File: src/inc/hcpp_consts.vh
// Constants for the hex command protocol parser
// Behaviour
// - Get or read with a wrong checksum gets no reply at all.
// - Upper-case letter: standard form, 16-bit address, 8-bit size.
// - Lower-case letter: extended form, 32-bit address, 16-bit size (8-bit size for table unload).
// - Extended put and protected write move at most 1024 bytes.
// - Standard address is four hex characters, most significant first.
// - Extended address is eight hex characters, most significant first.
// - Standard size is two hex characters; zero means 256 bytes.
// - Extended size is four hex characters; zero means 65536 bytes.
// - Checksum: 16-bit byte sum excluding letter and checksum, four hex.
// - Protected commands carry serial number password, low byte first.
// - Error code goes out as two hex characters, zero is success.
// - Test and initialise carry an 8-bit parameter after the password.
// - Every data byte travels as two hex characters.
// - Get: letter, address, size; reply data bytes, code if extended, then checksum.
// - Put: letter, address, size, data; extended replies code, checksum.
// - Protected write: letter, password, address, size, data bytes.
// - Protected read: letter, password, address, size; reply data, code if extended, sum.
// - Partial table unload takes two-hex size; reply table data, sum.
`ifndef HCPP_CONSTS_VH
`define HCPP_CONSTS_VH
`define HCPP_CH_CR 8'h0d
`define HCPP_CMD_GET 8'h47
`define HCPP_CMD_PUT 8'h50
`define HCPP_CMD_WRP 8'h57
`define HCPP_CMD_RDP 8'h52
`define HCPP_CMD_TST 8'h54
`define HCPP_CMD_INI 8'h49
`define HCPP_CMD_TBL 8'h53
`define HCPP_CMD_NUM 8'h4e
`define HCPP_CMD_OFF 8'h4b
`define HCPP_CASE_BIT 5
`define HCPP_NIBS_PASS 4'h4
`define HCPP_NIBS_ADDR_STD 4'h4
`define HCPP_NIBS_ADDR_EXT 4'h8
`define HCPP_NIBS_SIZE_STD 4'h2
`define HCPP_NIBS_SIZE_EXT 4'h4
`define HCPP_NIBS_PARAM 4'h2
`define HCPP_NIBS_CKS 4'h4
`define HCPP_SIZE_ZERO_STD 17'h00100
`define HCPP_SIZE_ZERO_EXT 17'h10000
`define HCPP_PUT_MAX_EXT 17'h00400
`define HCPP_ERR_OK 8'h00
`define HCPP_ERR_CKSUM 8'h01
`define HCPP_ERR_PASS 8'h02
`define HCPP_ERR_SIZE 8'h03
`endif

File: src/hcpp_skid.v
// Two-entry buffer with registered outputs on the reply path
`timescale 1ns/1ns
module hcpp_skid #(
  parameter W = 8
) (
  input wire clk_in, // Clock
  input wire reset_in, // Async reset, active high
  input wire in_valid_in, // Word offered
  input wire [W-1:0] in_data_in, // Word
  output wire in_ready_out, // Room for a word
  output wire out_valid_out, // Word available
  output wire [W-1:0] out_data_out, // Word
  input wire out_ready_in // Receiver takes word
);
  reg out_valid_ff;
  reg [W-1:0] out_data_ff;
  reg spare_valid_ff;
  reg [W-1:0] spare_data_ff;
  reg in_ready_ff;
  wire push;
  wire pop;

  assign push = in_valid_in & in_ready_ff;
  assign pop = out_valid_ff & out_ready_in;
  assign in_ready_out = in_ready_ff;
  assign out_valid_out = out_valid_ff;
  assign out_data_out = out_data_ff;

  // Ready is registered, so the spare slot catches the word in flight
  always @(posedge clk_in or posedge reset_in) begin
    if (reset_in) begin
      out_valid_ff <= 1'b0;
      out_data_ff <= {W{1'b0}};
      spare_valid_ff <= 1'b0;
      spare_data_ff <= {W{1'b0}};
      in_ready_ff <= 1'b0;
    end else begin
      if (spare_valid_ff) begin
        if (pop) begin
          out_data_ff <= spare_data_ff;
          spare_valid_ff <= 1'b0;
          in_ready_ff <= 1'b1;
        end
      end else if (push && (!out_valid_ff || pop)) begin
        out_data_ff <= in_data_in;
        out_valid_ff <= 1'b1;
        in_ready_ff <= 1'b1;
      end else if (push) begin
        spare_data_ff <= in_data_in;
        spare_valid_ff <= 1'b1;
        in_ready_ff <= 1'b0;
      end else begin
        if (pop) begin
          out_valid_ff <= 1'b0;
        end
        in_ready_ff <= 1'b1;
      end
    end
  end
endmodule // hcpp_skid

File: src/hcpp_parser.v
// ASCII-hex command parser and reply generator for the logger host link
`timescale 1ns/1ns
`include "hcpp_consts.vh"
module hcpp_parser #(
  parameter [16:0] TBL_FULL_SIZE = 17'h00100,
  parameter [31:0] TBL_BASE = 32'h00000000
) (
  input wire clk_in, // Clock, 250 MHz
  input wire reset_in, // Async reset, active high
  input wire [7:0] rx_data_in, // Received character
  input wire rx_valid_in, // Character offered
  output reg rx_ready_out, // Parser takes character
  output wire [7:0] tx_data_out, // Reply character
  output wire tx_valid_out, // Reply character valid
  input wire tx_ready_in, // Host link takes reply character
  input wire [15:0] serial_num_in, // Unit serial number
  output reg [31:0] mem_addr_out, // Memory byte address
  output reg [7:0] mem_wdata_out, // Memory write byte
  output reg mem_we_out, // Memory write strobe
  output reg mem_re_out, // Memory read strobe
  input wire [7:0] mem_rdata_in, // Read byte, cycle after read strobe
  output reg tbl_sel_out, // Accesses go to configuration table
  output reg [7:0] param_out, // Test or initialise parameter
  output reg test_out, // Test command pulse
  output reg init_out, // Initialise command pulse
  output reg pwr_down_out // Power-down command pulse
);
  localparam [3:0] S_IDLE = 4'h0;
  localparam [3:0] S_PASS = 4'h1;
  localparam [3:0] S_ADDR = 4'h2;
  localparam [3:0] S_SIZE = 4'h3;
  localparam [3:0] S_PARAM = 4'h4;
  localparam [3:0] S_DATA = 4'h5;
  localparam [3:0] S_CKS = 4'h6;
  localparam [3:0] S_EXEC = 4'h7;
  localparam [3:0] S_RDREQ = 4'h8;
  localparam [3:0] S_RDWAIT = 4'h9;
  localparam [3:0] S_RDCAP = 4'ha;
  localparam [3:0] S_TXD = 4'hb;
  localparam [3:0] S_TXP = 4'hc;
  localparam [3:0] S_TXCR = 4'hd;

  reg [3:0] state_ff;
  reg [3:0] nxt_state;
  reg [7:0] cmd_ff;
  reg ext_ff;
  reg [3:0] nib_ff;
  reg [31:0] acc_ff;
  reg [15:0] csum_ff;
  reg [15:0] rcks_ff;
  reg pass_ok_ff;
  reg [31:0] addr_ff;
  reg [16:0] size_ff;
  reg [16:0] cnt_ff;
  reg wr_en_ff;
  reg [7:0] byte_ff;
  reg hi_ff;
  reg [15:0] pre_ff;
  reg [1:0] pre_cnt_ff;
  reg cks_en_ff;
  reg in_cks_ff;
  reg [15:0] rsum_ff;

  wire take;
  wire [4:0] hexv;
  wire [31:0] new_acc;
  wire [7:0] new_byte;
  wire [3:0] need;
  wire field_done;
  wire [7:0] letter;
  wire known;
  wire [16:0] size_val;
  wire sum_ok;
  wire push_valid;
  reg [7:0] push_data;
  wire push_ready;

  // Accepts both digit cases; bit 4 flags a hex digit
  function [4:0] hex2nib;
    input [7:0] c;
    begin
      if (c >= 8'h30 && c <= 8'h39) begin
        hex2nib = {1'b1, c[3:0]};
      end else if ((c >= 8'h41 && c <= 8'h46) ||
                   (c >= 8'h61 && c <= 8'h66)) begin
        hex2nib = {1'b1, c[3:0] + 4'h9};
      end else begin
        hex2nib = 5'h00;
      end
    end
  endfunction

  function [7:0] nib2hex;
    input [3:0] n;
    begin
      if (n < 4'ha) begin
        nib2hex = {4'h3, n};
      end else begin
        nib2hex = 8'h37 + {4'h0, n};
      end
    end
  endfunction

  function is_cmd;
    input [7:0] u;
    begin
      is_cmd = (u == `HCPP_CMD_GET) || (u == `HCPP_CMD_PUT) ||
               (u == `HCPP_CMD_WRP) || (u == `HCPP_CMD_RDP) ||
               (u == `HCPP_CMD_TST) || (u == `HCPP_CMD_INI) ||
               (u == `HCPP_CMD_TBL) || (u == `HCPP_CMD_NUM) ||
               (u == `HCPP_CMD_OFF);
    end
  endfunction

  assign take = rx_valid_in & rx_ready_out;
  assign hexv = hex2nib(rx_data_in);
  assign new_acc = {acc_ff[27:0], hexv[3:0]};
  assign new_byte = new_acc[7:0];
  assign letter = rx_data_in & 8'hdf;
  assign known = (rx_data_in[7:6] == 2'b01) & is_cmd(letter);

  assign need = (state_ff == S_PASS) ? `HCPP_NIBS_PASS :
                (state_ff == S_ADDR) ?
                  (ext_ff ? `HCPP_NIBS_ADDR_EXT : `HCPP_NIBS_ADDR_STD) :
                (state_ff == S_SIZE) ?
                  ((ext_ff && cmd_ff != `HCPP_CMD_TBL) ?
                    `HCPP_NIBS_SIZE_EXT : `HCPP_NIBS_SIZE_STD) :
                (state_ff == S_PARAM) ? `HCPP_NIBS_PARAM :
                (state_ff == S_CKS) ? `HCPP_NIBS_CKS : 4'h2;
  assign field_done = (nib_ff + 4'h1) == need;

  // Zero size means the full range
  assign size_val = (ext_ff && cmd_ff != `HCPP_CMD_TBL) ?
    ((new_acc[15:0] == 16'h0000) ? `HCPP_SIZE_ZERO_EXT :
      {1'b0, new_acc[15:0]}) :
    ((new_acc[7:0] == 8'h00) ? `HCPP_SIZE_ZERO_STD :
      {9'h000, new_acc[7:0]});

  // Only extended requests carry a checksum
  assign sum_ok = !ext_ff || (rcks_ff == csum_ff);

  assign push_valid = (state_ff == S_TXD) || (state_ff == S_TXCR) ||
                      (state_ff == S_TXP && pre_cnt_ff != 2'h0);

  // Each byte leaves as two hex characters, high first
  always @* begin
    push_data = `HCPP_CH_CR;
    if (state_ff == S_TXD) begin
      push_data = nib2hex(hi_ff ? byte_ff[7:4] : byte_ff[3:0]);
    end else if (state_ff == S_TXP) begin
      push_data = nib2hex(hi_ff ? pre_ff[15:12] : pre_ff[11:8]);
    end
  end

  hcpp_skid #(
    .W(8)
  ) u_skid (
    .clk_in(clk_in),
    .reset_in(reset_in),
    .in_valid_in(push_valid),
    .in_data_in(push_data),
    .in_ready_out(push_ready),
    .out_valid_out(tx_valid_out),
    .out_data_out(tx_data_out),
    .out_ready_in(tx_ready_in)
  );

  always @* begin
    nxt_state = state_ff;
    case (state_ff)
      S_IDLE: begin
        if (take && known) begin
          if (letter == `HCPP_CMD_WRP || letter == `HCPP_CMD_RDP ||
              letter == `HCPP_CMD_TST || letter == `HCPP_CMD_INI) begin
            nxt_state = S_PASS;
          end else if (letter == `HCPP_CMD_GET ||
                       letter == `HCPP_CMD_PUT) begin
            nxt_state = S_ADDR;
          end else if (letter == `HCPP_CMD_TBL &&
                       rx_data_in[`HCPP_CASE_BIT]) begin
            nxt_state = S_SIZE;
          end else begin
            nxt_state = S_EXEC;
          end
        end
      end
      S_PASS, S_ADDR, S_SIZE, S_PARAM, S_DATA, S_CKS: begin
        // A stray character drops the request silently
        if (take && !hexv[4]) begin
          nxt_state = S_IDLE;
        end else if (take && field_done) begin
          case (state_ff)
            S_PASS: begin
              nxt_state = (cmd_ff == `HCPP_CMD_TST ||
                cmd_ff == `HCPP_CMD_INI) ? S_PARAM : S_ADDR;
            end
            S_ADDR: begin
              nxt_state = S_SIZE;
            end
            S_SIZE: begin
              if (cmd_ff == `HCPP_CMD_PUT || cmd_ff == `HCPP_CMD_WRP) begin
                nxt_state = S_DATA;
              end else if (ext_ff && cmd_ff != `HCPP_CMD_TBL) begin
                nxt_state = S_CKS;
              end else begin
                nxt_state = S_EXEC;
              end
            end
            S_DATA: begin
              if (cnt_ff == 17'h00001) begin
                nxt_state = ext_ff ? S_CKS : S_EXEC;
              end
            end
            default: begin
              nxt_state = S_EXEC;
            end
          endcase
        end
      end
      S_EXEC: begin
        nxt_state = S_IDLE;
        case (cmd_ff)
          // Bad checksum on get or read: silence
          `HCPP_CMD_GET: begin
            if (sum_ok) begin
              nxt_state = S_RDREQ;
            end
          end
          `HCPP_CMD_RDP: begin
            if (sum_ok && (pass_ok_ff || ext_ff)) begin
              nxt_state = S_RDREQ;
            end
          end
          `HCPP_CMD_PUT, `HCPP_CMD_WRP, `HCPP_CMD_INI: begin
            if (ext_ff || cmd_ff == `HCPP_CMD_INI) begin
              nxt_state = S_RDREQ;
            end
          end
          `HCPP_CMD_TBL, `HCPP_CMD_NUM: begin
            nxt_state = S_RDREQ;
          end
          default: begin
            nxt_state = S_IDLE;
          end
        endcase
      end
      S_RDREQ: begin
        nxt_state = (cnt_ff == 17'h00000) ? S_TXP : S_RDWAIT;
      end
      S_RDWAIT: begin
        nxt_state = S_RDCAP;
      end
      S_RDCAP: begin
        nxt_state = S_TXD;
      end
      S_TXD: begin
        if (push_ready && !hi_ff) begin
          nxt_state = S_RDREQ;
        end
      end
      S_TXP: begin
        if (pre_cnt_ff == 2'h0 && !(cks_en_ff && !in_cks_ff)) begin
          nxt_state = S_TXCR;
        end
      end
      S_TXCR: begin
        if (push_ready) begin
          nxt_state = S_IDLE;
        end
      end
      default: begin
        nxt_state = S_IDLE;
      end
    endcase
  end

  always @(posedge clk_in or posedge reset_in) begin
    if (reset_in) begin
      state_ff <= S_IDLE;
      cmd_ff <= 8'h00;
      ext_ff <= 1'b0;
      nib_ff <= 4'h0;
      acc_ff <= 32'h00000000;
      csum_ff <= 16'h0000;
      rcks_ff <= 16'h0000;
      pass_ok_ff <= 1'b0;
      addr_ff <= 32'h00000000;
      size_ff <= 17'h00000;
      cnt_ff <= 17'h00000;
      wr_en_ff <= 1'b0;
      byte_ff <= 8'h00;
      hi_ff <= 1'b1;
      pre_ff <= 16'h0000;
      pre_cnt_ff <= 2'h0;
      cks_en_ff <= 1'b0;
      in_cks_ff <= 1'b0;
      rsum_ff <= 16'h0000;
      rx_ready_out <= 1'b0;
      mem_addr_out <= 32'h00000000;
      mem_wdata_out <= 8'h00;
      mem_we_out <= 1'b0;
      mem_re_out <= 1'b0;
      tbl_sel_out <= 1'b0;
      param_out <= 8'h00;
      test_out <= 1'b0;
      init_out <= 1'b0;
      pwr_down_out <= 1'b0;
    end else begin
      state_ff <= nxt_state;
      rx_ready_out <= (nxt_state <= S_CKS);
      mem_we_out <= 1'b0;
      mem_re_out <= 1'b0;
      test_out <= 1'b0;
      init_out <= 1'b0;
      pwr_down_out <= 1'b0;
      if (state_ff == S_IDLE) begin
        if (take && known) begin
          cmd_ff <= letter;
          ext_ff <= rx_data_in[`HCPP_CASE_BIT];
          nib_ff <= 4'h0;
          csum_ff <= 16'h0000;
          acc_ff <= 32'h00000000;
          pass_ok_ff <= 1'b0;
          tbl_sel_out <= (letter == `HCPP_CMD_TBL);
          size_ff <= TBL_FULL_SIZE;
          addr_ff <= TBL_BASE;
        end
      end else if (state_ff <= S_CKS && take && hexv[4]) begin
        acc_ff <= new_acc;
        nib_ff <= field_done ? 4'h0 : nib_ff + 4'h1;
        // Sum binary bytes, checksum field left out
        if (nib_ff[0] && state_ff != S_CKS) begin
          csum_ff <= csum_ff + {8'h00, new_byte};
        end
        if (field_done) begin
          case (state_ff)
            S_PASS: begin
              pass_ok_ff <= ({new_acc[7:0], new_acc[15:8]} ==
                serial_num_in);
            end
            S_ADDR: begin
              addr_ff <= ext_ff ? new_acc : {16'h0000, new_acc[15:0]};
            end
            S_SIZE: begin
              size_ff <= size_val;
              cnt_ff <= size_val;
              wr_en_ff <= !(cmd_ff == `HCPP_CMD_WRP && !pass_ok_ff) &&
                !(ext_ff && size_val > `HCPP_PUT_MAX_EXT);
            end
            S_PARAM: begin
              param_out <= new_byte;
            end
            S_DATA: begin
              // Store each byte as it completes, when wr_en_ff allows writes
              mem_we_out <= wr_en_ff;
              mem_addr_out <= addr_ff;
              mem_wdata_out <= new_byte;
              addr_ff <= addr_ff + 32'h00000001;
              cnt_ff <= cnt_ff - 17'h00001;
            end
            default: begin
              rcks_ff <= new_acc[15:0];
            end
          endcase
        end
      end
      if (state_ff == S_EXEC) begin
        rsum_ff <= 16'h0000;
        hi_ff <= 1'b1;
        in_cks_ff <= 1'b0;
        cks_en_ff <= 1'b1;
        pre_cnt_ff <= 2'h0;
        cnt_ff <= 17'h00000;
        case (cmd_ff)
          `HCPP_CMD_GET, `HCPP_CMD_TBL: begin
            cnt_ff <= size_ff;
            pre_ff <= {`HCPP_ERR_OK, 8'h00};
            pre_cnt_ff <= ext_ff && cmd_ff == `HCPP_CMD_GET ? 2'h1 : 2'h0;
          end
          `HCPP_CMD_RDP: begin
            cnt_ff <= pass_ok_ff ? size_ff : 17'h00000;
            pre_ff <= {pass_ok_ff ? `HCPP_ERR_OK : `HCPP_ERR_PASS, 8'h00};
            pre_cnt_ff <= ext_ff ? 2'h1 : 2'h0;
          end
          `HCPP_CMD_PUT, `HCPP_CMD_WRP: begin
            pre_cnt_ff <= 2'h1;
            if (!sum_ok) begin
              pre_ff <= {`HCPP_ERR_CKSUM, 8'h00};
            end else if (cmd_ff == `HCPP_CMD_WRP && !pass_ok_ff) begin
              pre_ff <= {`HCPP_ERR_PASS, 8'h00};
            end else if (size_ff > `HCPP_PUT_MAX_EXT) begin
              pre_ff <= {`HCPP_ERR_SIZE, 8'h00};
            end else begin
              pre_ff <= {`HCPP_ERR_OK, 8'h00};
            end
          end
          `HCPP_CMD_INI: begin
            // Parameter acts only with a matching password
            init_out <= pass_ok_ff;
            pre_ff <= {pass_ok_ff ? `HCPP_ERR_OK : `HCPP_ERR_PASS, 8'h00};
            pre_cnt_ff <= 2'h1;
            cks_en_ff <= 1'b0;
          end
          `HCPP_CMD_TST: begin
            test_out <= pass_ok_ff;
          end
          `HCPP_CMD_NUM: begin
            pre_ff <= {serial_num_in[7:0], serial_num_in[15:8]};
            pre_cnt_ff <= 2'h2;
          end
          default: begin
            pwr_down_out <= (cmd_ff == `HCPP_CMD_OFF);
          end
        endcase
      end
      if (state_ff == S_RDREQ && cnt_ff != 17'h00000) begin
        mem_re_out <= 1'b1;
        mem_addr_out <= addr_ff;
      end
      if (state_ff == S_RDCAP) begin
        byte_ff <= mem_rdata_in;
        rsum_ff <= rsum_ff + {8'h00, mem_rdata_in};
        hi_ff <= 1'b1;
      end
      if (state_ff == S_TXD && push_ready) begin
        hi_ff <= !hi_ff;
        if (!hi_ff) begin
          cnt_ff <= cnt_ff - 17'h00001;
          addr_ff <= addr_ff + 32'h00000001;
        end
      end
      if (state_ff == S_TXP) begin
        if (pre_cnt_ff == 2'h0) begin
          // Checksum covers everything sent before it
          if (cks_en_ff && !in_cks_ff) begin
            pre_ff <= rsum_ff;
            pre_cnt_ff <= 2'h2;
            in_cks_ff <= 1'b1;
            hi_ff <= 1'b1;
          end
        end else if (push_ready) begin
          hi_ff <= !hi_ff;
          if (!hi_ff) begin
            pre_ff <= {pre_ff[7:0], 8'h00};
            pre_cnt_ff <= pre_cnt_ff - 2'h1;
            if (!in_cks_ff) begin
              rsum_ff <= rsum_ff + {8'h00, pre_ff[15:8]};
            end
          end
        end
      end
    end
  end
endmodule // hcpp_parser

File: config.mk
export PLATFORM = sky130hd
export DESIGN_NAME = hcpp_parser
export DESIGN_NICKNAME = d
export VERILOG_FILES = /design/src/hcpp_skid.v /design/src/hcpp_parser.v
export VERILOG_INCLUDE_DIRS = /design/src /design/src/inc
export SDC_FILE = /design/constraint.sdc
export NUM_CORES = 1
export LEC_CHECK = 0
export BUFFER_PORTS_ARGS = -buffer_cell sky130_fd_sc_hd__buf_2
export CAP_MARGIN = 20
export CORE_MARGIN = 2
export CORE_UTILIZATION = 55
export DETAILED_ROUTE_END_ITERATION = 8
export HOLD_SLACK_MARGIN = 0.03
export PLACE_DENSITY = 0.76
export SETUP_SLACK_MARGIN = 0.15
export SYNTH_ARGS = -nofsm -noshare
export SYNTH_HDL_FRONTEND = slang
export SYNTH_SLANG_ARGS = --single-unit
File: constraint.sdc
create_clock -name clk_in -period 8.6 [get_ports clk_in]
set_input_delay 1.72 -clock clk_in [delete_from_list [all_inputs] [get_ports clk_in]]
set_output_delay 1.72 -clock clk_in [all_outputs]
set_load 0.01 [all_outputs]
# ---- After elaboration in Yosys (flattened, before gate mapping)
# Index checks and enable logic that the tools add are counted.
dict set report totals {
  reg_bits 263
  output_inout_bits 64
  word_cells 342
  input_bits 36
}
dict set report op_classes {
  addsub 10
  n_lt_le_gt_ge 12
  n_eq_ne 42
  n_bitwise 8
  n_mux 146
  reduce_logical 90
}
# cell n
set ops {}
lappend ops {{32-bit 2-to-1 mux} 12}
lappend ops {{16-bit 2-to-1 mux} 17}
lappend ops {{17-bit 2-to-1 mux} 14}
lappend ops {{7-bit by 6-bit equality test with 1-bit output, second input constant} 18}
lappend ops {{28-bit 2-to-1 mux} 3}
lappend ops {{4-bit 2-to-1 mux} 19}
lappend ops {{17-bit one-hot mux with 2 select lines} 2}
lappend ops {{16-bit one-hot mux with 4 select lines} 1}
lappend ops {{32-bit one-hot mux with 2 select lines} 1}
lappend ops {{16-bit by 8-bit adder with 16-bit output} 3}
lappend ops {{1-bit 2-to-1 mux} 43}
lappend ops {{4-bit one-hot mux with 9 select lines} 1}
lappend ops {{17-bit by 11-bit greater-than comparator with 1-bit output, second input constant} 2}
lappend ops {{32-bit by 1-bit adder with 32-bit output, second input constant} 1}
lappend ops {{16-bit equality test} 2}
lappend ops {{8-bit 2-to-1 mux} 4}
lappend ops {{4-bit one-hot mux with 4 select lines} 2}
lappend ops {{10-bit 2-to-1 mux} 3}
lappend ops {{4-bit AND reduction} 7}
lappend ops {{3-bit 2-to-1 mux} 9}
lappend ops {{4-bit equality test, second input constant} 6}
lappend ops {{1-bit logical AND} 23}
lappend ops {{2-bit nonzero test} 11}
lappend ops {{7-bit 2-to-1 mux} 3}
lappend ops {{other kinds (42)} 101}

# ---- Depth between registers and ports, before layout
dict set report depth {
  ltp_word 15
  mapped_depth 18
  mapped_depth_nobuf 17
}

# ---- Hierarchy
# A second synthesis with hierarchy kept.
dict set report unflattened {
  hier_cells 1683
  hier_area_um2 15537.4
}
# mod area_each_um2 cells_per_inst seq_area_each_um2 instances
set modules_own_cells {}
lappend modules_own_cells {hcpp_parser 14680.3 1626 6107.1 1}
lappend modules_own_cells {hcpp_skid 857.1 57 475.5 1}

# ---- Worst setup path before layout
# Ideal clock, no wire load.
dict set report synth_path {
  path_type {input to register}
  from {input port rx_data_in[0]}
  to {register csum_ff[10]}
  path_buffers 1
  t_required_ns 8.468
  cell_stages 18
  setup_slack_ns 3.904
  setup_time_ns 0.132
  arrival_time_ns 4.564
  cell_sequence {inv_1 > ha_1 > o21ba_2 > o21a_1 > buf_2 > a21boi_1 > inv_1 > ha_1 > inv_1 > fa_1 > nor2b_1 > o21ai_0 > a21boi_0 > o21ai_0 > a21oi_1 > o2111ai_1 > xor2_1 > nor2_1}
}
dict set report synth_between {
  elab_cells_between_ends 40
  classes_between {2 x add/sub; 6 x order compare; 10 x eq/ne; 5 x mux; 1 x bitwise; 16 x reduce/logical}
}
# item line_no
set synth_rtl {}
lappend synth_rtl {{start, declared} hcpp_parser.v:10} ;# input wire [7:0] rx_data_in,
lappend synth_rtl {{8-bit by 7-bit greater-or-equal comparator with 1-bit output (tied with other cells)} hcpp_parser.v:84} ;# end else if ((c >= 8'h41 && c <= 8'h46) ||
lappend synth_rtl {{1-bit logical AND, on equally long branches} {hcpp_parser.v:84, hcpp_parser.v:85}}
lappend synth_rtl {{1-bit logical OR} hcpp_parser.v:84}
lappend synth_rtl {{5-bit 2-to-1 mux} hcpp_parser.v:84}
lappend synth_rtl {{5-bit 2-to-1 mux (*)} hcpp_parser.v:82} ;# if (c >= 8'h30 && c <= 8'h39) begin
lappend synth_rtl {{named net hexv[0]} hcpp_parser.v:65} ;# wire [4:0] hexv;
lappend synth_rtl {{16-bit by 8-bit adder with 16-bit output (*)} hcpp_parser.v:333} ;# csum_ff <= csum_ff + {8'h00, new_byte};
lappend synth_rtl {{16-bit 2-to-1 mux (*)} hcpp_parser.v:332} ;# if (nib_ff[0] && state_ff != S_CKS) begin
lappend synth_rtl {{16-bit 2-to-1 mux (*)} hcpp_parser.v:328} ;# end else if (state_ff <= S_CKS && take && hexv[4]) begin
lappend synth_rtl {{16-bit 2-to-1 mux (*)} hcpp_parser.v:316} ;# if (state_ff == S_IDLE) begin
lappend synth_rtl {{end signal, assigned} hcpp_parser.v:333}
lappend synth_rtl {{end, declared} hcpp_parser.v:49} ;# reg [15:0] csum_ff;
# Mark *: on every way through the listed nets, which the timed path passes. The rest lies on a longest branch. The select of a mux whose other input is x is not followed.
# A chain may end at the register's enable or synchronous reset.

# ---- Worst setup path after layout
# Ends and elaborated chain as after synthesis.

==> summary.md <==
| Metric | Value |
|---|---|
| Fin. Hold Viols | `0` |
| Root buffer cell | `clkbuf_16` |
| Antenna cells | `0` |
| Max-slew violation count | `0` |
| TNS Setup | `0 ns` |
| Fmax | `206 MHz` |
| Mux contribution to synthesized area | `4.74%` |
| Flops & latches, synth | `261` |
| Leakage power | `0.00781 uW` |
| Worst setup EP type | `flop` |
| Post-Synth Adder-Cell Area | `3.34%` |
| Async S/R FF share, synth | `100%` |
| Grt ovf | `0` |
| Area grow syn2layout | `11.2%` |
| Clk_lat worst skew | `0.55 ns` |
| Status | `complete, no violations` |
| Critical path type | `in2reg` |
| Post-layout worst setup margin | `3.75 ns` |
| Post-synthesis compound-gate area fraction | `22.1%` |
| Core area | `27100 um2` |
| Sequential share of the synthesized area | `42.8%` |
| I/O pin total | `100` |
| Mean Syn Cell Area | `9.14 um2` |
| Clk sinks | `261` |
| Synth Warn # | `0` |
| Cell Pwr Density | `162 nW/um2` |
| CTS tree | `done` |
| HPWL Detailed | `30200 um` |
| GP Congestion | `0.949` |
| Crit share post-route | `56.3%` |
| Fin nets | `1806` |
| Num CTS Buffers | `28` |
| Skew final | `0.00773 ns` |
| Via count | `13618` |
| Vias per cell | `6.42` |
| Largest net degree at the start of global routing | `173` |
| Netlist Area Pre-Place | `15300 um2` |
| EDFF count, synth | `0` |
| DRC errors left | `0` |
| Htree depth | `1` |
| Syn Nets | `1745` |
| Worst Path Arrival | `5.28 ns` |
| Hold WC Path Type | `reg2reg` |
| Chip Height | `171 um` |
| Layout cells sized above 1 | `13.7%` |
| Prevailing post-synth register cell | `dfrtp_1` |
| Post_cts resized | `0` |
| Post-Synth Simple-Gate Area | `18.6%` |
| Initial core utilization | `56.3%` |
| Slew HR | `26.4%` |
| CP required | `9.03 ns` |
| Synth top area cells | `dfrtp_1, nand2_1, o21ai_0` |
| Max-cap violations | `0` |
| Maximum VDD drop | `0.000148 V` |
| Vias in the first global route | `13089` |
| RSZ-0062 raised after global routing | `no` |
| CP Max Fanout | `7` |
| Xor/xnor cell area share of the yosys netlist | `4.93%` |
| Cell accounting for the most synthesized area | `dfrtp_1` |
| Most common cell in the synthesized netlist | `dfrtp_1` |
| Clock-pin slew on the worst setup and hold paths | `0.06 ns` |
| CTS Buffer Depth | `3` |
| Post-Place Worst Slack | `3.26 ns` |
| Port bufs | `98` |
| Routed wire per std cell | `20.8 um` |
| Global-route wire length before repair | `70100 um` |
| Cells after Synth | `1670` |
| Actual slew at the worst max-slew pin | `1.10 ns` |
| Hold-fix buffers at CTS | `0` |
| Final setup fails | `0` |
| Row cnt | `60` |
| DR iter-0 viols | `1516` |
| Synth cell types | `85` |
| DIE AREA | `29100 um2` |
| Pre-Repair DR Iteration Count | `7` |
| Antenna-violating nets left | `0` |
| Die span in x | `171 um` |
| GRT Overall Usage | `30.3%` |
| Main combinational cell family by area after synthesis | `compound AO/OA/AOI/OAI gates` |
| Min Clock Period, post-route | `4.85 ns` |
| Initial antenna violation count | `0` |
| Commonest cells post-synth | `dfrtp_1, nand2_1, nor2_1, o21ai_0, a21oi_1` |
| Synth top area share | `42.6%` |
| Post-CTS setup buffers | `0` |
| WL final | `44000 um` |
| Critical Path Start Type | `input port` |
[power breakdown]
group	switching [uW]	internal (uW)	total, uW
Combinational	145	79.7	224
Clock	494	713	1210
Sequential	62.5	1250	1310
[sequential cells by signal, summed over array words and instances, names as in the netlist, 16 cells and up]
| name | cells |
|---|---|
| csum_ff | 16 |
| size_ff | 17 |
| addr_ff | 32 |
| rcks_ff | 16 |
| cnt_ff | 17 |
| acc_ff | 28 |
| pre_ff | 16 |
| mem_addr_out | 32 |
| rsum_ff | 16 |
[final timing paths]
kind	startpoint	to	slack, ns	cells past startpoint
max	rx_data_in[0]	csum_ff[10]	3.75	15
min	mem_wdata_out[4]	mem_wdata_out[4]	0.47	2
max reg2reg	state_ff[0]	addr_ff[31]	4.43	8
min in group asynchronous	reset_in	u_skid.out_data_out[4]	1.30	2
max in group asynchronous	reset_in	mem_wdata_out[7]	5.96	3
min reg2reg	mem_wdata_out[4]	mem_wdata_out[4]	0.47	2
[cell usage in the layout, fill, tap and decap left out, types with 8 or more instances in the layout]
master	Yosys	routed
a221oi_1	24	24
a21oi_1	100	100
nand2b_1	14	14
o21ai_0	118	118
a211oi_1	12	12
xor2_1	33	33
xnor2_1	53	53
buf_2	17	98
nand3_1	37	37
dfrtp_1	260	260
a22o_1	40	40
ha_1	36	36
inv_1	38	37
o21a_1	12	12
o22ai_1	15	15
nand2_1	220	220
a22oi_1	31	31
buf_4	4	22
and2_1	9	9
nor3_1	47	47
nor2_1	128	126
nand4_1	21	21
mux2_2	50	50
a31oi_1	18	18
or3_1	8	8
mux2i_1	16	16
o211ai_1	12	12
o31ai_1	14	14
and3_1	27	27
a221o_1	18	18
nor4_1	18	18
nor2b_1	17	17
or2_2	8	8
clkbuf_16	0	29
a21o_1	16	16
[per-layer routing]
layer / vias up / global-route usage [%] / routed length (um)
li1: 6261 / - / -
met1: 6576 / 42.3 / 18600
met2: 651 / 46.9 / 19700
met3: 130 / 5.07 / 3800
met4: 0 / 12.7 / 1900
met5: - / 0 / 0
[layout make-up]
cell class | count | area, um2
clock buffers | 41 | 821
clock inverters | 6 | 82.6
fillers | 2306 | 10100
inverters | 40 | 154
multi-input cells | 1278 | 8220
flip-flops and latches | 261 | 6530
well taps | 372 | 465
repair buffers | 122 | 703
[critical path: stages]
cell and delay [ns]:
buf_2 0.13, inv_1 0.15, ha_1 0.26, or3b_1 0.42
and3_1 0.28, a21oi_1 0.37, inv_1 0.25, ha_1 0.38
o21ai_0 0.12, a21boi_0 0.26, o21ai_0 0.18, a21oi_1 0.32
o2111ai_1 0.19, xor2_1 0.19, nor2_1 0.05
[through the flow]
step	instance area (um2)	util, %	power, uW	hold slack (ns)	cells
2_1_floorplan	15300	-	1470	0.445	1670
4_1_cts	16900	62.5	2750	0.470	2119
3_5_place_dp	16000	59.2	1550	0.454	2072
6_report	17000	62.6	2750	0.468	2120
3_3_place_gp	16000	59.2	1550	0.449	2072
5_1_grt	17000	62.6	2830	0.501	2120
[cell families after synthesis]
| kind of cell | after synthesis |
|---|---|
| buffers and inverters | 131 |
| DFF | 261 |
| and+or+nand+nor | 593 |
| xor gates and xnor gates | 86 |
| muxes | 66 |
| adders and majority gates | 39 |
| other | 1 |
| AOI/OAI and AO/OA | 493 |
Note: power is estimated with default switching activity, not from simulation.
